--- config.mk ---
export PLATFORM = sky130hd
export DESIGN_NAME = fdsr_regs
export DESIGN_NICKNAME = d
export VERILOG_FILES = /design/src/shared/fdsr_pkg.sv /design/src/shared/fdsr_sync_if.sv /design/src/verilog/fdsr_pin_sync.sv /design/src/verilog/fdsr_regs.sv
export SDC_FILE = /design/constraint.sdc
export NUM_CORES = 1
export LEC_CHECK = 0
export BUFFER_PORTS_ARGS = -buffer_cell sky130_fd_sc_hd__buf_2
export CELL_PAD_IN_SITES_DETAIL_PLACEMENT = 0
export CELL_PAD_IN_SITES_GLOBAL_PLACEMENT = 1
export CORE_MARGIN = 2
export CORE_UTILIZATION = 44
export DETAILED_ROUTE_END_ITERATION = 6
export GPL_TIMING_DRIVEN = 0
export PLACE_DENSITY_LB_ADDON = 0.15
export RECOVER_POWER = 50
export SLEW_MARGIN = 20
export SYNTH_ARGS = -nofsm -noshare
export SYNTH_HDL_FRONTEND = slang
export SYNTH_SLANG_ARGS = --single-unit
--- constraint.sdc ---
create_clock -name clk -period 3.1 [get_ports clk]
set_input_delay 0.155 -clock clk [delete_from_list [all_inputs] [get_ports clk]]
set_output_delay 0.155 -clock clk [all_outputs]
set_load 0.02 [all_outputs]
--- src/shared/fdsr_pkg.sv ---
package fdsr_pkg;

	// ==========================================================
	// Host register offsets
	localparam logic [9:0] OFS_STATUS_A = 10'h3f0;
	localparam logic [9:0] OFS_STATUS_B = 10'h3f1;
	localparam logic [9:0] OFS_DRIVE_OUT = 10'h3f2;
	localparam logic [9:0] OFS_TAPE = 10'h3f3;
	localparam int ADDR_W = 10;

	// ==========================================================
	// Output control register fields
	localparam int DOR_DSEL_LSB = 0;
	localparam int DOR_SRST_BIT = 2;
	localparam int DOR_DMA_PIN_ENABLE_BIT = 3;
	localparam int DOR_MOT0_BIT = 4;
	localparam int DOR_MOT1_BIT = 5;
	localparam logic [7:0] DOR_RST = 8'h00;
	localparam logic [1:0] TAPE_RST = 2'h0;
	localparam logic [1:0] SRB_FILL_ONES = 2'h3;
	localparam logic [7:0] TAPE_DRIVEN = 8'h03;

	// ==========================================================
	// Synchroniser vector layout
	localparam int SY_RD_N = 0;
	localparam int SY_WR_N = 1;
	localparam int SY_WP = 2;
	localparam int SY_INDEX = 3;
	localparam int SY_TRACK_ZERO_IN = 4;
	localparam int SY_RDATA_N = 5;
	localparam int SY_ACK_N = 6;
	localparam int SY_TC = 7;
	localparam int SY_SECOND_DRIVE_PRESENT_IN = 8;
	localparam int SY_DATA_LSB = 9;
	localparam int SY_ADDR_LSB = 17;
	localparam int SYNC_W = 27;
	// Idle-high pins start high so release of reset makes no edge
	localparam logic [SYNC_W-1:0] SYNC_RST = 27'h0000063;

	// ==========================================================
	// Status layout selection
	typedef enum logic [1:0] {
		FDSR_MODE_BASIC,
		FDSR_MODE_ENHANCED,
		FDSR_MODE_ALTERNATE
	} fdsr_mode_t;

endpackage : fdsr_pkg

--- src/shared/fdsr_sync_if.sv ---
`timescale 1ns/1ps

interface fdsr_sync_if;
	logic [fdsr_pkg::SYNC_W-1:0] raw;
	logic [fdsr_pkg::SYNC_W-1:0] level;
	logic [fdsr_pkg::SYNC_W-1:0] rise;
	logic [fdsr_pkg::SYNC_W-1:0] fall;

	modport src
	(
		output raw,
		input  level,
		input  rise,
		input  fall
	);

	modport sync
	(
		input  raw,
		output level,
		output rise,
		output fall
	);
endinterface : fdsr_sync_if

--- src/verilog/fdsr_pin_sync.sv ---
`timescale 1ns/1ps

module fdsr_pin_sync
(
	// Clock and reset
	input wire logic clk,
	input wire logic rst,
	// Pin bundle
	fdsr_sync_if.sync pins
);

	// ==========================================================
	// Two-stage capture plus one stage for edges
	logic [fdsr_pkg::SYNC_W-1:0] meta_reg;
	logic [fdsr_pkg::SYNC_W-1:0] stable_reg;
	logic [fdsr_pkg::SYNC_W-1:0] prev_reg;

	always_ff @(posedge clk or posedge rst)
	begin
		if (rst)
		begin
			meta_reg   <= fdsr_pkg::SYNC_RST;
			stable_reg <= fdsr_pkg::SYNC_RST;
			prev_reg   <= fdsr_pkg::SYNC_RST;
		end
		else
		begin
			meta_reg   <= pins.raw;
			stable_reg <= meta_reg;
			prev_reg   <= stable_reg;
		end
	end

	assign pins.level = stable_reg;
	assign pins.rise  = stable_reg & ~prev_reg;
	assign pins.fall  = ~stable_reg & prev_reg;

endmodule : fdsr_pin_sync

--- src/verilog/fdsr_regs.sv ---
`timescale 1ns/1ps

module fdsr_regs
#(
	parameter int ADDR_W = fdsr_pkg::ADDR_W
)
(
	// Clock and reset
	input  wire logic        clk,
	input  wire logic        rst,
	// Host I/O port
	input  wire logic [9:0]  host_addr,
	input  wire logic        host_rd_n,
	input  wire logic        host_wr_n,
	input  wire logic [7:0]  host_data_in,
	output logic      [7:0]  host_data_out,
	output logic      [7:0]  host_data_oe,
	// Configuration
	input  wire logic [1:0]  status_mode,
	input  wire logic        drive_swap,
	// Controller engine, same clock
	input  wire logic        head_dir_inward,
	input  wire logic        head_side_out,
	input  wire logic        step_active,
	input  wire logic        write_gate_out,
	input  wire logic        write_data_active,
	input  wire logic        dma_request_int,
	input  wire logic        fdc_irq_int,
	input  wire logic        input_reg_read,
	// Drive input pins
	input  wire logic        write_protect_in,
	input  wire logic        index_in,
	input  wire logic        track_zero_in,
	input  wire logic        read_data_in_n,
	input  wire logic        second_drive_present_in,
	// DMA and interrupt pins
	input  wire logic        dma_ack_in_n,
	input  wire logic        terminal_count_in,
	output logic             dma_request_out,
	output logic             dma_request_oe,
	output logic             fdc_irq_out,
	output logic             fdc_irq_oe,
	output logic             dma_ack_gated_n,
	output logic             terminal_count_gated,
	// Drive outputs
	output logic             drive_select0_out_n,
	output logic             drive_select1_out_n,
	output logic             motor0_out_n,
	output logic             motor1_out_n,
	output logic             soft_reset_n,
	output logic      [1:0]  tape_drive_sel
);

	// ==========================================================
	// Elaboration check
	if (ADDR_W != 10)
	begin : g_bad_addr
		$error("fdsr_regs: ADDR_W must be 10");
	end

	// ==========================================================
	// Pin synchronisers
	fdsr_sync_if sy ();

	assign sy.raw = {host_addr, host_data_in, second_drive_present_in, terminal_count_in,
		dma_ack_in_n, read_data_in_n, track_zero_in, index_in, write_protect_in,
		host_wr_n, host_rd_n};

	fdsr_pin_sync u_sync
	(
		.clk  (clk),
		.rst  (rst),
		.pins (sy)
	);

	logic [9:0] bus_addr;
	logic [7:0] bus_data;
	logic       rd_active;
	logic       wr_done;
	logic       mode_enh;
	logic       mode_alt;
	fdsr_pkg::fdsr_mode_t mode;

	assign bus_addr  = sy.level[fdsr_pkg::SY_ADDR_LSB +: 10];
	assign bus_data  = sy.level[fdsr_pkg::SY_DATA_LSB +: 8];
	assign rd_active = ~sy.level[fdsr_pkg::SY_RD_N];
	// Write taken at strobe release, when data is surely settled
	assign wr_done   = sy.rise[fdsr_pkg::SY_WR_N];
	assign mode      = fdsr_pkg::fdsr_mode_t'(status_mode);
	assign mode_enh  = (mode == fdsr_pkg::FDSR_MODE_ENHANCED);
	assign mode_alt  = (mode == fdsr_pkg::FDSR_MODE_ALTERNATE);

	// ==========================================================
	// Register state
	logic [7:0] dor_reg;
	logic [7:0] dor_next;
	logic [1:0] tape_reg;
	logic [1:0] tape_next;
	logic       step_latch_reg;
	logic       step_latch_next;
	logic       write_gate_out_latch_reg;
	logic       write_gate_out_latch_next;
	logic       rdata_latch_reg;
	logic       rdata_latch_next;
	logic       wdata_latch_reg;
	logic       wdata_latch_next;
	logic       rdata_tog_reg;
	logic       rdata_tog_next;
	logic       wdata_tog_reg;
	logic       wdata_tog_next;
	logic       step_prev_reg;
	logic       write_gate_out_prev_reg;
	logic       wdata_prev_reg;

	logic step_set;
	logic write_gate_out_set;
	logic wdata_fall;
	logic rdata_inact;

	assign step_set    = step_active & ~step_prev_reg;
	assign write_gate_out_set   = write_gate_out & ~write_gate_out_prev_reg;
	assign wdata_fall  = ~write_data_active & wdata_prev_reg;
	assign rdata_inact = sy.rise[fdsr_pkg::SY_RDATA_N];

	always_comb
	begin
		dor_next  = dor_reg;
		tape_next = tape_reg;
		if (wr_done && bus_addr == fdsr_pkg::OFS_DRIVE_OUT)
		begin
			dor_next = bus_data;
		end
		// tape drive number, drive 0 is code 00 meaning none
		if (wr_done && bus_addr == fdsr_pkg::OFS_TAPE)
		begin
			tape_next = bus_data[1:0];
		end
		// set wins over input read and soft reset
		step_latch_next = step_set |
			(step_latch_reg & ~input_reg_read & dor_reg[fdsr_pkg::DOR_SRST_BIT]);
		write_gate_out_latch_next = write_gate_out_set | (write_gate_out_latch_reg & ~input_reg_read);
		// data latches, write data not gated by write gate
		rdata_latch_next = rdata_inact | (rdata_latch_reg & ~input_reg_read);
		wdata_latch_next = wdata_fall | (wdata_latch_reg & ~input_reg_read);
		rdata_tog_next = rdata_tog_reg ^ rdata_inact;
		wdata_tog_next = wdata_tog_reg ^ wdata_fall;
	end

	// hardware reset only; soft reset leaves these alone except step_latch_reg, which it clears
	always_ff @(posedge clk or posedge rst)
	begin
		if (rst)
		begin
			dor_reg         <= fdsr_pkg::DOR_RST;
			tape_reg        <= fdsr_pkg::TAPE_RST;
			step_latch_reg  <= 1'b0;
			write_gate_out_latch_reg <= 1'b0;
			rdata_latch_reg <= 1'b0;
			wdata_latch_reg <= 1'b0;
			rdata_tog_reg   <= 1'b0;
			wdata_tog_reg   <= 1'b0;
			step_prev_reg   <= 1'b0;
			write_gate_out_prev_reg  <= 1'b0;
			wdata_prev_reg  <= 1'b0;
		end
		else
		begin
			dor_reg         <= dor_next;
			tape_reg        <= tape_next;
			step_latch_reg  <= step_latch_next;
			write_gate_out_latch_reg <= write_gate_out_latch_next;
			rdata_latch_reg <= rdata_latch_next;
			wdata_latch_reg <= wdata_latch_next;
			rdata_tog_reg   <= rdata_tog_next;
			wdata_tog_reg   <= wdata_tog_next;
			step_prev_reg   <= step_active;
			write_gate_out_prev_reg  <= write_gate_out;
			wdata_prev_reg  <= write_data_active;
		end
	end

	// ==========================================================
	// Status bytes
	logic [7:0] status_a;
	logic [7:0] status_b;
	logic [1:0] dsel;
	logic       mot0;
	logic       mot1;

	assign dsel = dor_reg[fdsr_pkg::DOR_DSEL_LSB +: 2];
	assign mot0 = dor_reg[fdsr_pkg::DOR_MOT0_BIT];
	assign mot1 = dor_reg[fdsr_pkg::DOR_MOT1_BIT];

	always_comb
	begin
		if (mode_alt)
		begin
			status_a = {fdc_irq_int, dma_request_int, step_latch_reg,
				sy.level[fdsr_pkg::SY_TRACK_ZERO_IN], ~head_side_out,
				sy.level[fdsr_pkg::SY_INDEX], sy.level[fdsr_pkg::SY_WP],
				~head_dir_inward};
			status_b = {~sy.level[fdsr_pkg::SY_SECOND_DRIVE_PRESENT_IN], drive_select1_out_n,
				drive_select0_out_n, wdata_latch_reg, rdata_latch_reg,
				write_gate_out_latch_reg, fdsr_pkg::SRB_FILL_ONES};
		end
		else
		begin
			status_a = {fdc_irq_int, ~sy.level[fdsr_pkg::SY_SECOND_DRIVE_PRESENT_IN], step_active,
				~sy.level[fdsr_pkg::SY_TRACK_ZERO_IN], head_side_out,
				~sy.level[fdsr_pkg::SY_INDEX], ~sy.level[fdsr_pkg::SY_WP],
				head_dir_inward};
			status_b = {fdsr_pkg::SRB_FILL_ONES, dsel[0], wdata_tog_reg,
				rdata_tog_reg, write_gate_out, mot1, mot0};
		end
	end

	// ==========================================================
	// Drive decode
	logic sel0_n;
	logic sel1_n;
	logic sel0_raw;
	logic sel1_raw;

	// one binary drive number selects at most one drive
	assign sel0_raw = (dsel == 2'h0) & mot0;
	assign sel1_raw = (dsel == 2'h1) & mot1;

	always_comb
	begin
		if (drive_swap)
		begin
			sel0_n = ~sel1_raw;
			sel1_n = ~sel0_raw;
		end
		else
		begin
			sel0_n = ~sel0_raw;
			sel1_n = ~sel1_raw;
		end
	end

	// ==========================================================
	// Output registers
	logic [7:0] data_out_next;
	logic [7:0] data_oe_next;
	logic       pins_on;

	always_comb
	begin
		data_out_next = 8'h00;
		data_oe_next  = 8'h00;
		if (rd_active)
		begin
			case (bus_addr)
				// basic mode leaves status A floating
				fdsr_pkg::OFS_STATUS_A:
				begin
					data_out_next = status_a;
					data_oe_next  = (mode == fdsr_pkg::FDSR_MODE_BASIC) ? 8'h00 : 8'hff;
				end
				// status B floats in basic mode
				fdsr_pkg::OFS_STATUS_B:
				begin
					data_out_next = status_b;
					data_oe_next  = (mode == fdsr_pkg::FDSR_MODE_BASIC) ? 8'h00 : 8'hff;
				end
				fdsr_pkg::OFS_DRIVE_OUT:
				begin
					data_out_next = dor_reg;
					data_oe_next  = 8'hff;
				end
				fdsr_pkg::OFS_TAPE:
				begin
					data_out_next = {6'h00, tape_reg};
					data_oe_next  = fdsr_pkg::TAPE_DRIVEN;
				end
				default:
				begin
					data_out_next = 8'h00;
					data_oe_next  = 8'h00;
				end
			endcase
		end
		pins_on = mode_enh | dor_reg[fdsr_pkg::DOR_DMA_PIN_ENABLE_BIT];
	end

	always_ff @(posedge clk or posedge rst)
	begin
		if (rst)
		begin
			host_data_out        <= 8'h00;
			host_data_oe         <= 8'h00;
			dma_request_out      <= 1'b0;
			fdc_irq_out          <= 1'b0;
			drive_select0_out_n  <= 1'b1;
			drive_select1_out_n  <= 1'b1;
			motor0_out_n         <= 1'b1;
			motor1_out_n         <= 1'b1;
			soft_reset_n         <= 1'b0;
			tape_drive_sel       <= fdsr_pkg::TAPE_RST;
		end
		else
		begin
			host_data_out        <= data_out_next;
			host_data_oe         <= data_oe_next;
			dma_request_out      <= dma_request_int;
			fdc_irq_out          <= fdc_irq_int;
			drive_select0_out_n  <= sel0_n;
			drive_select1_out_n  <= sel1_n;
			// motor outputs low-true, swapped with selects
			motor0_out_n         <= drive_swap ? ~mot1 : ~mot0;
			motor1_out_n         <= drive_swap ? ~mot0 : ~mot1;
			// soft reset follows the control bit
			soft_reset_n         <= dor_reg[fdsr_pkg::DOR_SRST_BIT];
			tape_drive_sel       <= tape_reg;
		end
	end

	// gating; no reset so enhanced mode stays enabled in reset
	always_ff @(posedge clk)
	begin
		dma_request_oe       <= pins_on;
		fdc_irq_oe           <= pins_on;
		dma_ack_gated_n      <= sy.level[fdsr_pkg::SY_ACK_N] | ~pins_on;
		terminal_count_gated <= sy.level[fdsr_pkg::SY_TC] & pins_on;
	end

endmodule : fdsr_regs
# ---- Yosys cells after proc, flatten, opt, wreduce, memory -nomap -nowiden
# Cells that the tools add are included.
dict set report op_classes {
  eq_ne 7
  n_reduce_logical 5
  bitwise_logic 36
  muxes 11
}
# cell n
set op_table {}
lappend op_table {{$eq A10 B10 Y1 const B} 4}
lappend op_table {{$mux W8} 4}
lappend op_table {{$pmux W8 S4} 1}
lappend op_table {{$pmux W8 S3} 1}
lappend op_table {{$not A1 Y1} 15}
lappend op_table {{$and A1 B1 Y1} 11}
lappend op_table {{$mux W7} 1}
lappend op_table {{$and A6 B6 Y6} 1}
lappend op_table {{$not A6 Y6} 1}
lappend op_table {{$or A1 B1 Y1} 6}
lappend op_table {{$eq A2 B1 Y1 const B} 2}
lappend op_table {{$logic_not A2 Y1} 2}
lappend op_table {{$mux W1} 4}
lappend op_table {{$eq A2 B2 Y1 const B} 1}
lappend op_table {{$logic_and A1 B1 Y1} 2}
lappend op_table {{$reduce_or A2 Y1} 1}
lappend op_table {{$xor A1 B1 Y1} 2}
dict set report word_totals {
  out_inout_bits 29
  register_bits 107
  inputBits 40
  word_cells 86
}

# ---- Longest topological paths before layout
dict set report depth {
  depth_word 4
  depth_mapped 6
  depth_no_buf 4
}

# ---- Modules after synthesis
# From an unflattened synthesis, not the netlist that was laid out.
dict set report unflattened {
  hier_cells 283
  hier_area_um2 4319.1
}
# module instances seq_area_each_um2 cells_per_inst area_per_inst_um2
set by_module_without_submodules {}
lappend by_module_without_submodules {fdsr_pin_sync 1 2042.0 136 2518.7}
lappend by_module_without_submodules {fdsr_regs 1 1016.0 147 1800.5}

# ---- Worst setup path before layout
# OpenSTA, ideal clock, no wires.
dict set report synth_timing {
  path_kind {flip-flop to flip-flop}
  start {register u_sync.stable_reg (netlist bit u_sync.pins.level[17])}
  end {register dor_reg[0]}
  n_path_buf 3
  stages_incl_launch_ff 7
  period_less_slack_ps 1475
  path_slack_ps 1625
  setup_ps 125
  required_time_ps 2975
  arrival_ps 1350
  cell_sequence {dfrtp_1 buf_4 nor2b_1 buf_6 and3_1 buf_4 mux2_2}
}
dict set report synth_via {
  elab_chain_cells 2
}
# element line
set synth_rtl {}
lappend synth_rtl {{start: declaration} fdsr_pin_sync.sv:15} ;# logic [fdsr_pkg::SYNC_W-1:0] stable_reg;
lappend synth_rtl {{start signal: assignment} fdsr_pin_sync.sv:23} ;# stable_reg <= fdsr_pkg::SYNC_RST;
lappend synth_rtl {{start signal: assignment} fdsr_pin_sync.sv:29} ;# stable_reg <= meta_reg;
lappend synth_rtl {{$eq A10 B10 Y1} fdsr_regs.sv:129} ;# if (wr_done && bus_addr == fdsr_pkg::OFS_DRIVE_OUT)
lappend synth_rtl {{$logic_and A1 B1 Y1} fdsr_regs.sv:129}
lappend synth_rtl {{end signal: assignment} fdsr_regs.sv:154} ;# dor_reg <= fdsr_pkg::DOR_RST;
lappend synth_rtl {{end signal: assignment} fdsr_regs.sv:168} ;# dor_reg <= dor_next;
lappend synth_rtl {{end: declaration} fdsr_regs.sv:95} ;# logic [7:0] dor_reg;
# Every way passes these cells.
# A chain may end at the register's enable or synchronous reset.

# ---- Worst setup path in the final report
dict set report layout_timing {
  start {register u_sync.stable_reg (netlist bit u_sync.pins.level[17])}
  end {register dor_reg[3]}
}
# Same word-level chain as after synthesis.

==> metrics.md <==
| Metric | Value |
|---|---|
| Status | `completed` |
| 1st-iter DRT viols | `95` |
| Register cell area after layout | `2430 sq um` |
| Ports | `69` |
| Startpoint Class | `flip-flop` |
| Final hold viol count | `0` |
| Max-cap violations | `0` |
| FF-to-FF path depth | `6` |
| Cell mode on critical path | `buf_4` |
| Worst endpoint required time | `3340 ps` |
| Fin cells | `419` |
| Metal-1 WL | `2363 microns` |
| Routed len/inst | `13.03 microns` |
| Final wirelength | `5460 microns` |
| Fin crit period | `1629 ps` |
| CTS tree | `yes` |
| Post-DP HPWL | `3545 microns` |
| RSZ-0062 raised after global routing | `no` |
| Worst Hold Class | `in2reg` |
| Layout cells sized above 1 | `0.3906` |
| Yosys warns | `0` |
| Final ANT Viol Nets | `0` |
| Routability cong. | `0.7518` |
| Maximum VDD drop | `0.0003278 V` |
| Placed cell count | `370` |
| Area delta synth->final | `30.95%` |
| Area contributors post-synth | `dfrtp_1, dfstp_2, mux2_2` |
| Slew margin rel. | `0.5725` |
| Post-Syn Area | `3226 sq um` |
| Crit end category | `flip-flop` |
| Leakage | `1.991 nW` |
| DRC | `0` |
| Clk root buf | `clkbuf_8` |
| Clock sinks | `97` |
| Antenna diode count | `0` |
| Vias in the first global route | `1816` |
| Syn nets | `243` |
| First-pass GRT wire length | `8825 microns` |
| Worst r2r dst | `dor_reg[3]` |
| Synth Register Bits | `97` |
| Largest area contributor in the netlist | `dfrtp_1` |
| Starting Density | `0.4495` |
| Reg-to-reg slack, setup | `1470 ps` |
| Slew @ Worst Pin | `641.2 ps` |
| Final core utilization | `0.5887` |
| DIE AREA | `8032 sq um` |
| Worst-path fanout max | `9` |
| Layout fillers | `577` |
| Clk pin slew, worst setup/hold paths | `90 ps` |
| Routed wl met2 | `2733 microns` |
| Setup tns final | `0 ps` |
| Max Clock Freq | `613.7 MHz` |
| Final Net Count | `355` |
| Core area | `7176 sq um` |
| Final period utilization | `0.5256` |
| CTS max path bufs | `2` |
| Cell variety after synth | `35` |
| Initial antenna violation count | `0` |
| Arrival time worst endpoint | `1870 ps` |
| CP endpoint | `dor_reg[3]` |
| Syn Area/Cell | `15.89 sq um` |
| Setup Viol. Count Final | `0` |
| H-tree levels | `3` |
| RR Startpoint | `u_sync.pins.level[17]` |
| Pre-antenna DRT Iters | `5` |
| Via Count | `1871` |
| Number of buffers inserted during clock tree synthesis | `9` |
| Largest net degree at the start of global routing | `54` |
| Post-synthesis sequential area ratio | `0.7533` |
| Pwr Density | `545.0 nW/um^2` |
| Synth top area share | `0.6206` |
| Gr usage total | `0.1512` |
| Fin. max-slew vios | `0` |
| CP max stage cell | `dfrtp_1` |
| Metal3 WL | `280 microns` |
| Gate Count Post-Synth | `203` |
| Max layer used | `met4` |
| Crit-path max cell delay | `370 ps` |
| I/O Buffers | `67` |
| Post-CTS Resized | `0` |
| Critical path class | `reg2reg` |
| Rows | `31` |
| Multi-input logic area | `661.9 sq um` |
| Die W | `89.62 microns` |
| Worst Setup SP | `u_sync.pins.level[17]` |
| Clk_skew | `8.426 ps` |
| Drt via density | `4.465` |
| Die Y | `89.62 microns` |
| Grt total ovfl | `0` |
| Clock Latency Late Sink | `360 ps` |
| CP Cell Sequence | `buf_4 -> nor2b_1 -> buf_6 -> and3_1 -> buf_4 -> mux2_2` |
[stage by stage]
stage / hold slack, ps / setup slack (ps) / total power, W / area [sq um]
global route: 40.91 / 1365 / 0.002422 / 4224
global placement: 261.5 / -427.9 / 0.001520 / 3685
finish: 55.95 / 1471 / 0.002302 / 4224
CTS: 37.68 / 1472 / 0.002337 / 4233
floorplan: 159.5 / 519.5 / 0.001468 / 3226
detailed placement: 261.5 / 1486 / 0.001527 / 3707
[cell usage after synthesis]
cell type and count:
dfrtp_1 80, dfstp_2 14, mux2_2 12, buf_4 9, inv_1 8, nand2_1 8, nor2_1 8, xnor2_1 7
nand2b_1 6, a222oi_1 4, a31oi_1 4, mux2i_1 4, nor2b_1 4, o21ai_0 4, a21oi_1 3, dfxtp_1 3
buf_2 2, buf_6 2, mux2_4 2, o22ai_1 2, o311ai_0 2, or2_2 2, a211oi_2 1, and3_1 1
and4_1 1, clkbuf_1 1, nand3b_1 1, nand4_1 1, nand4bb_4 1, nor2b_4 1, nor3_1 1, nor3b_1 1
nor4_4 1, o211ai_1 1, or3_1 1
[metal layers]
| layer | up-vias | track usage |
|---|---|---|
| met2 | 53 | 0.2346 |
| met3 | 8 | 0.05027 |
| met1 | 912 | 0.1993 |
| met4 | 0 | 0.05699 |
| met5 | - | 0 |
| li1 | 898 | - |
[layout by cell type (no fill, tap or decap), types with 3 or more instances in the layout]
master | netlist | routed
dfrtp_1 | 80 | 80
buf_2 | 2 | 62
dlygate4sd3_1 | 0 | 33
dfstp_2 | 14 | 14
mux2_2 | 12 | 12
clkbuf_8 | 0 | 10
buf_4 | 9 | 9
nor2_1 | 8 | 8
nand2_1 | 8 | 8
clkbuf_1 | 1 | 8
xnor2_1 | 7 | 7
inv_1 | 8 | 7
nand2b_1 | 6 | 6
nor2b_1 | 4 | 4
o21ai_0 | 4 | 4
a31oi_1 | 4 | 4
a222oi_1 | 4 | 4
mux2i_1 | 4 | 4
a21oi_1 | 3 | 3
dfxtp_1 | 3 | 3
[repair_timing]
action                    in CTS  in global routing
hold buffers                  33                  0
hold endpoints to repair      76                  0
buffers inserted               0                  0
[kinds of logic after synthesis]
logic type | Yosys count | share of synthesized area
mux | 18 | 0.06362
flops | 97 | 0.7533
simple gates | 38 | 0.07603
buf+inv | 22 | 0.04150
xor+xnor | 7 | 0.01901
compound gates | 21 | 0.04655
[layout make-up]
class / instances / share of cell area
sequential: 97 / 0.5752
clock buffer: 10 / 0.03258
tap: 99 / 0.02932
buffer: 14 / 0.02459
multi-input combinational: 84 / 0.1567
timing repair buffer: 101 / 0.1602
clock inverter: 6 / 0.01363
inverter: 8 / 0.007701
[worst max-delay path, delay by kind of cell, from the launching register on]
family / cells / cell delay (ps)
buffers and inverters: 3 / 510
AND/OR/NAND/NOR: 2 / 290
flip-flops: 1 / 370
multiplexers: 1 / 350
[where the power goes]
group          internal (W)  switching [W]  leakage (nW)
registers           0.00133      0.0000252          1.16
logic             0.0000960      0.0000791         0.729
clock network      0.000333       0.000438         0.101
[worst min-delay path by stage]
stage	startpoint	to	slack, ps	cells past startpoint
3_5_place_dp	host_rd_n	u_sync.meta_reg[0]	260	1
2_1_floorplan	host_rd_n	u_sync.meta_reg[0]	160	0
5_1_grt	input_reg_read	step_latch_reg	40	2
6_report	input_reg_read	write_gate_out_latch_reg	60	2
3_3_place_gp	dma_ack_in_n	u_sync.meta_reg[6]	260	1
4_1_cts	input_reg_read	step_latch_reg	40	2
Note: power is estimated with default switching activity, not from simulation.
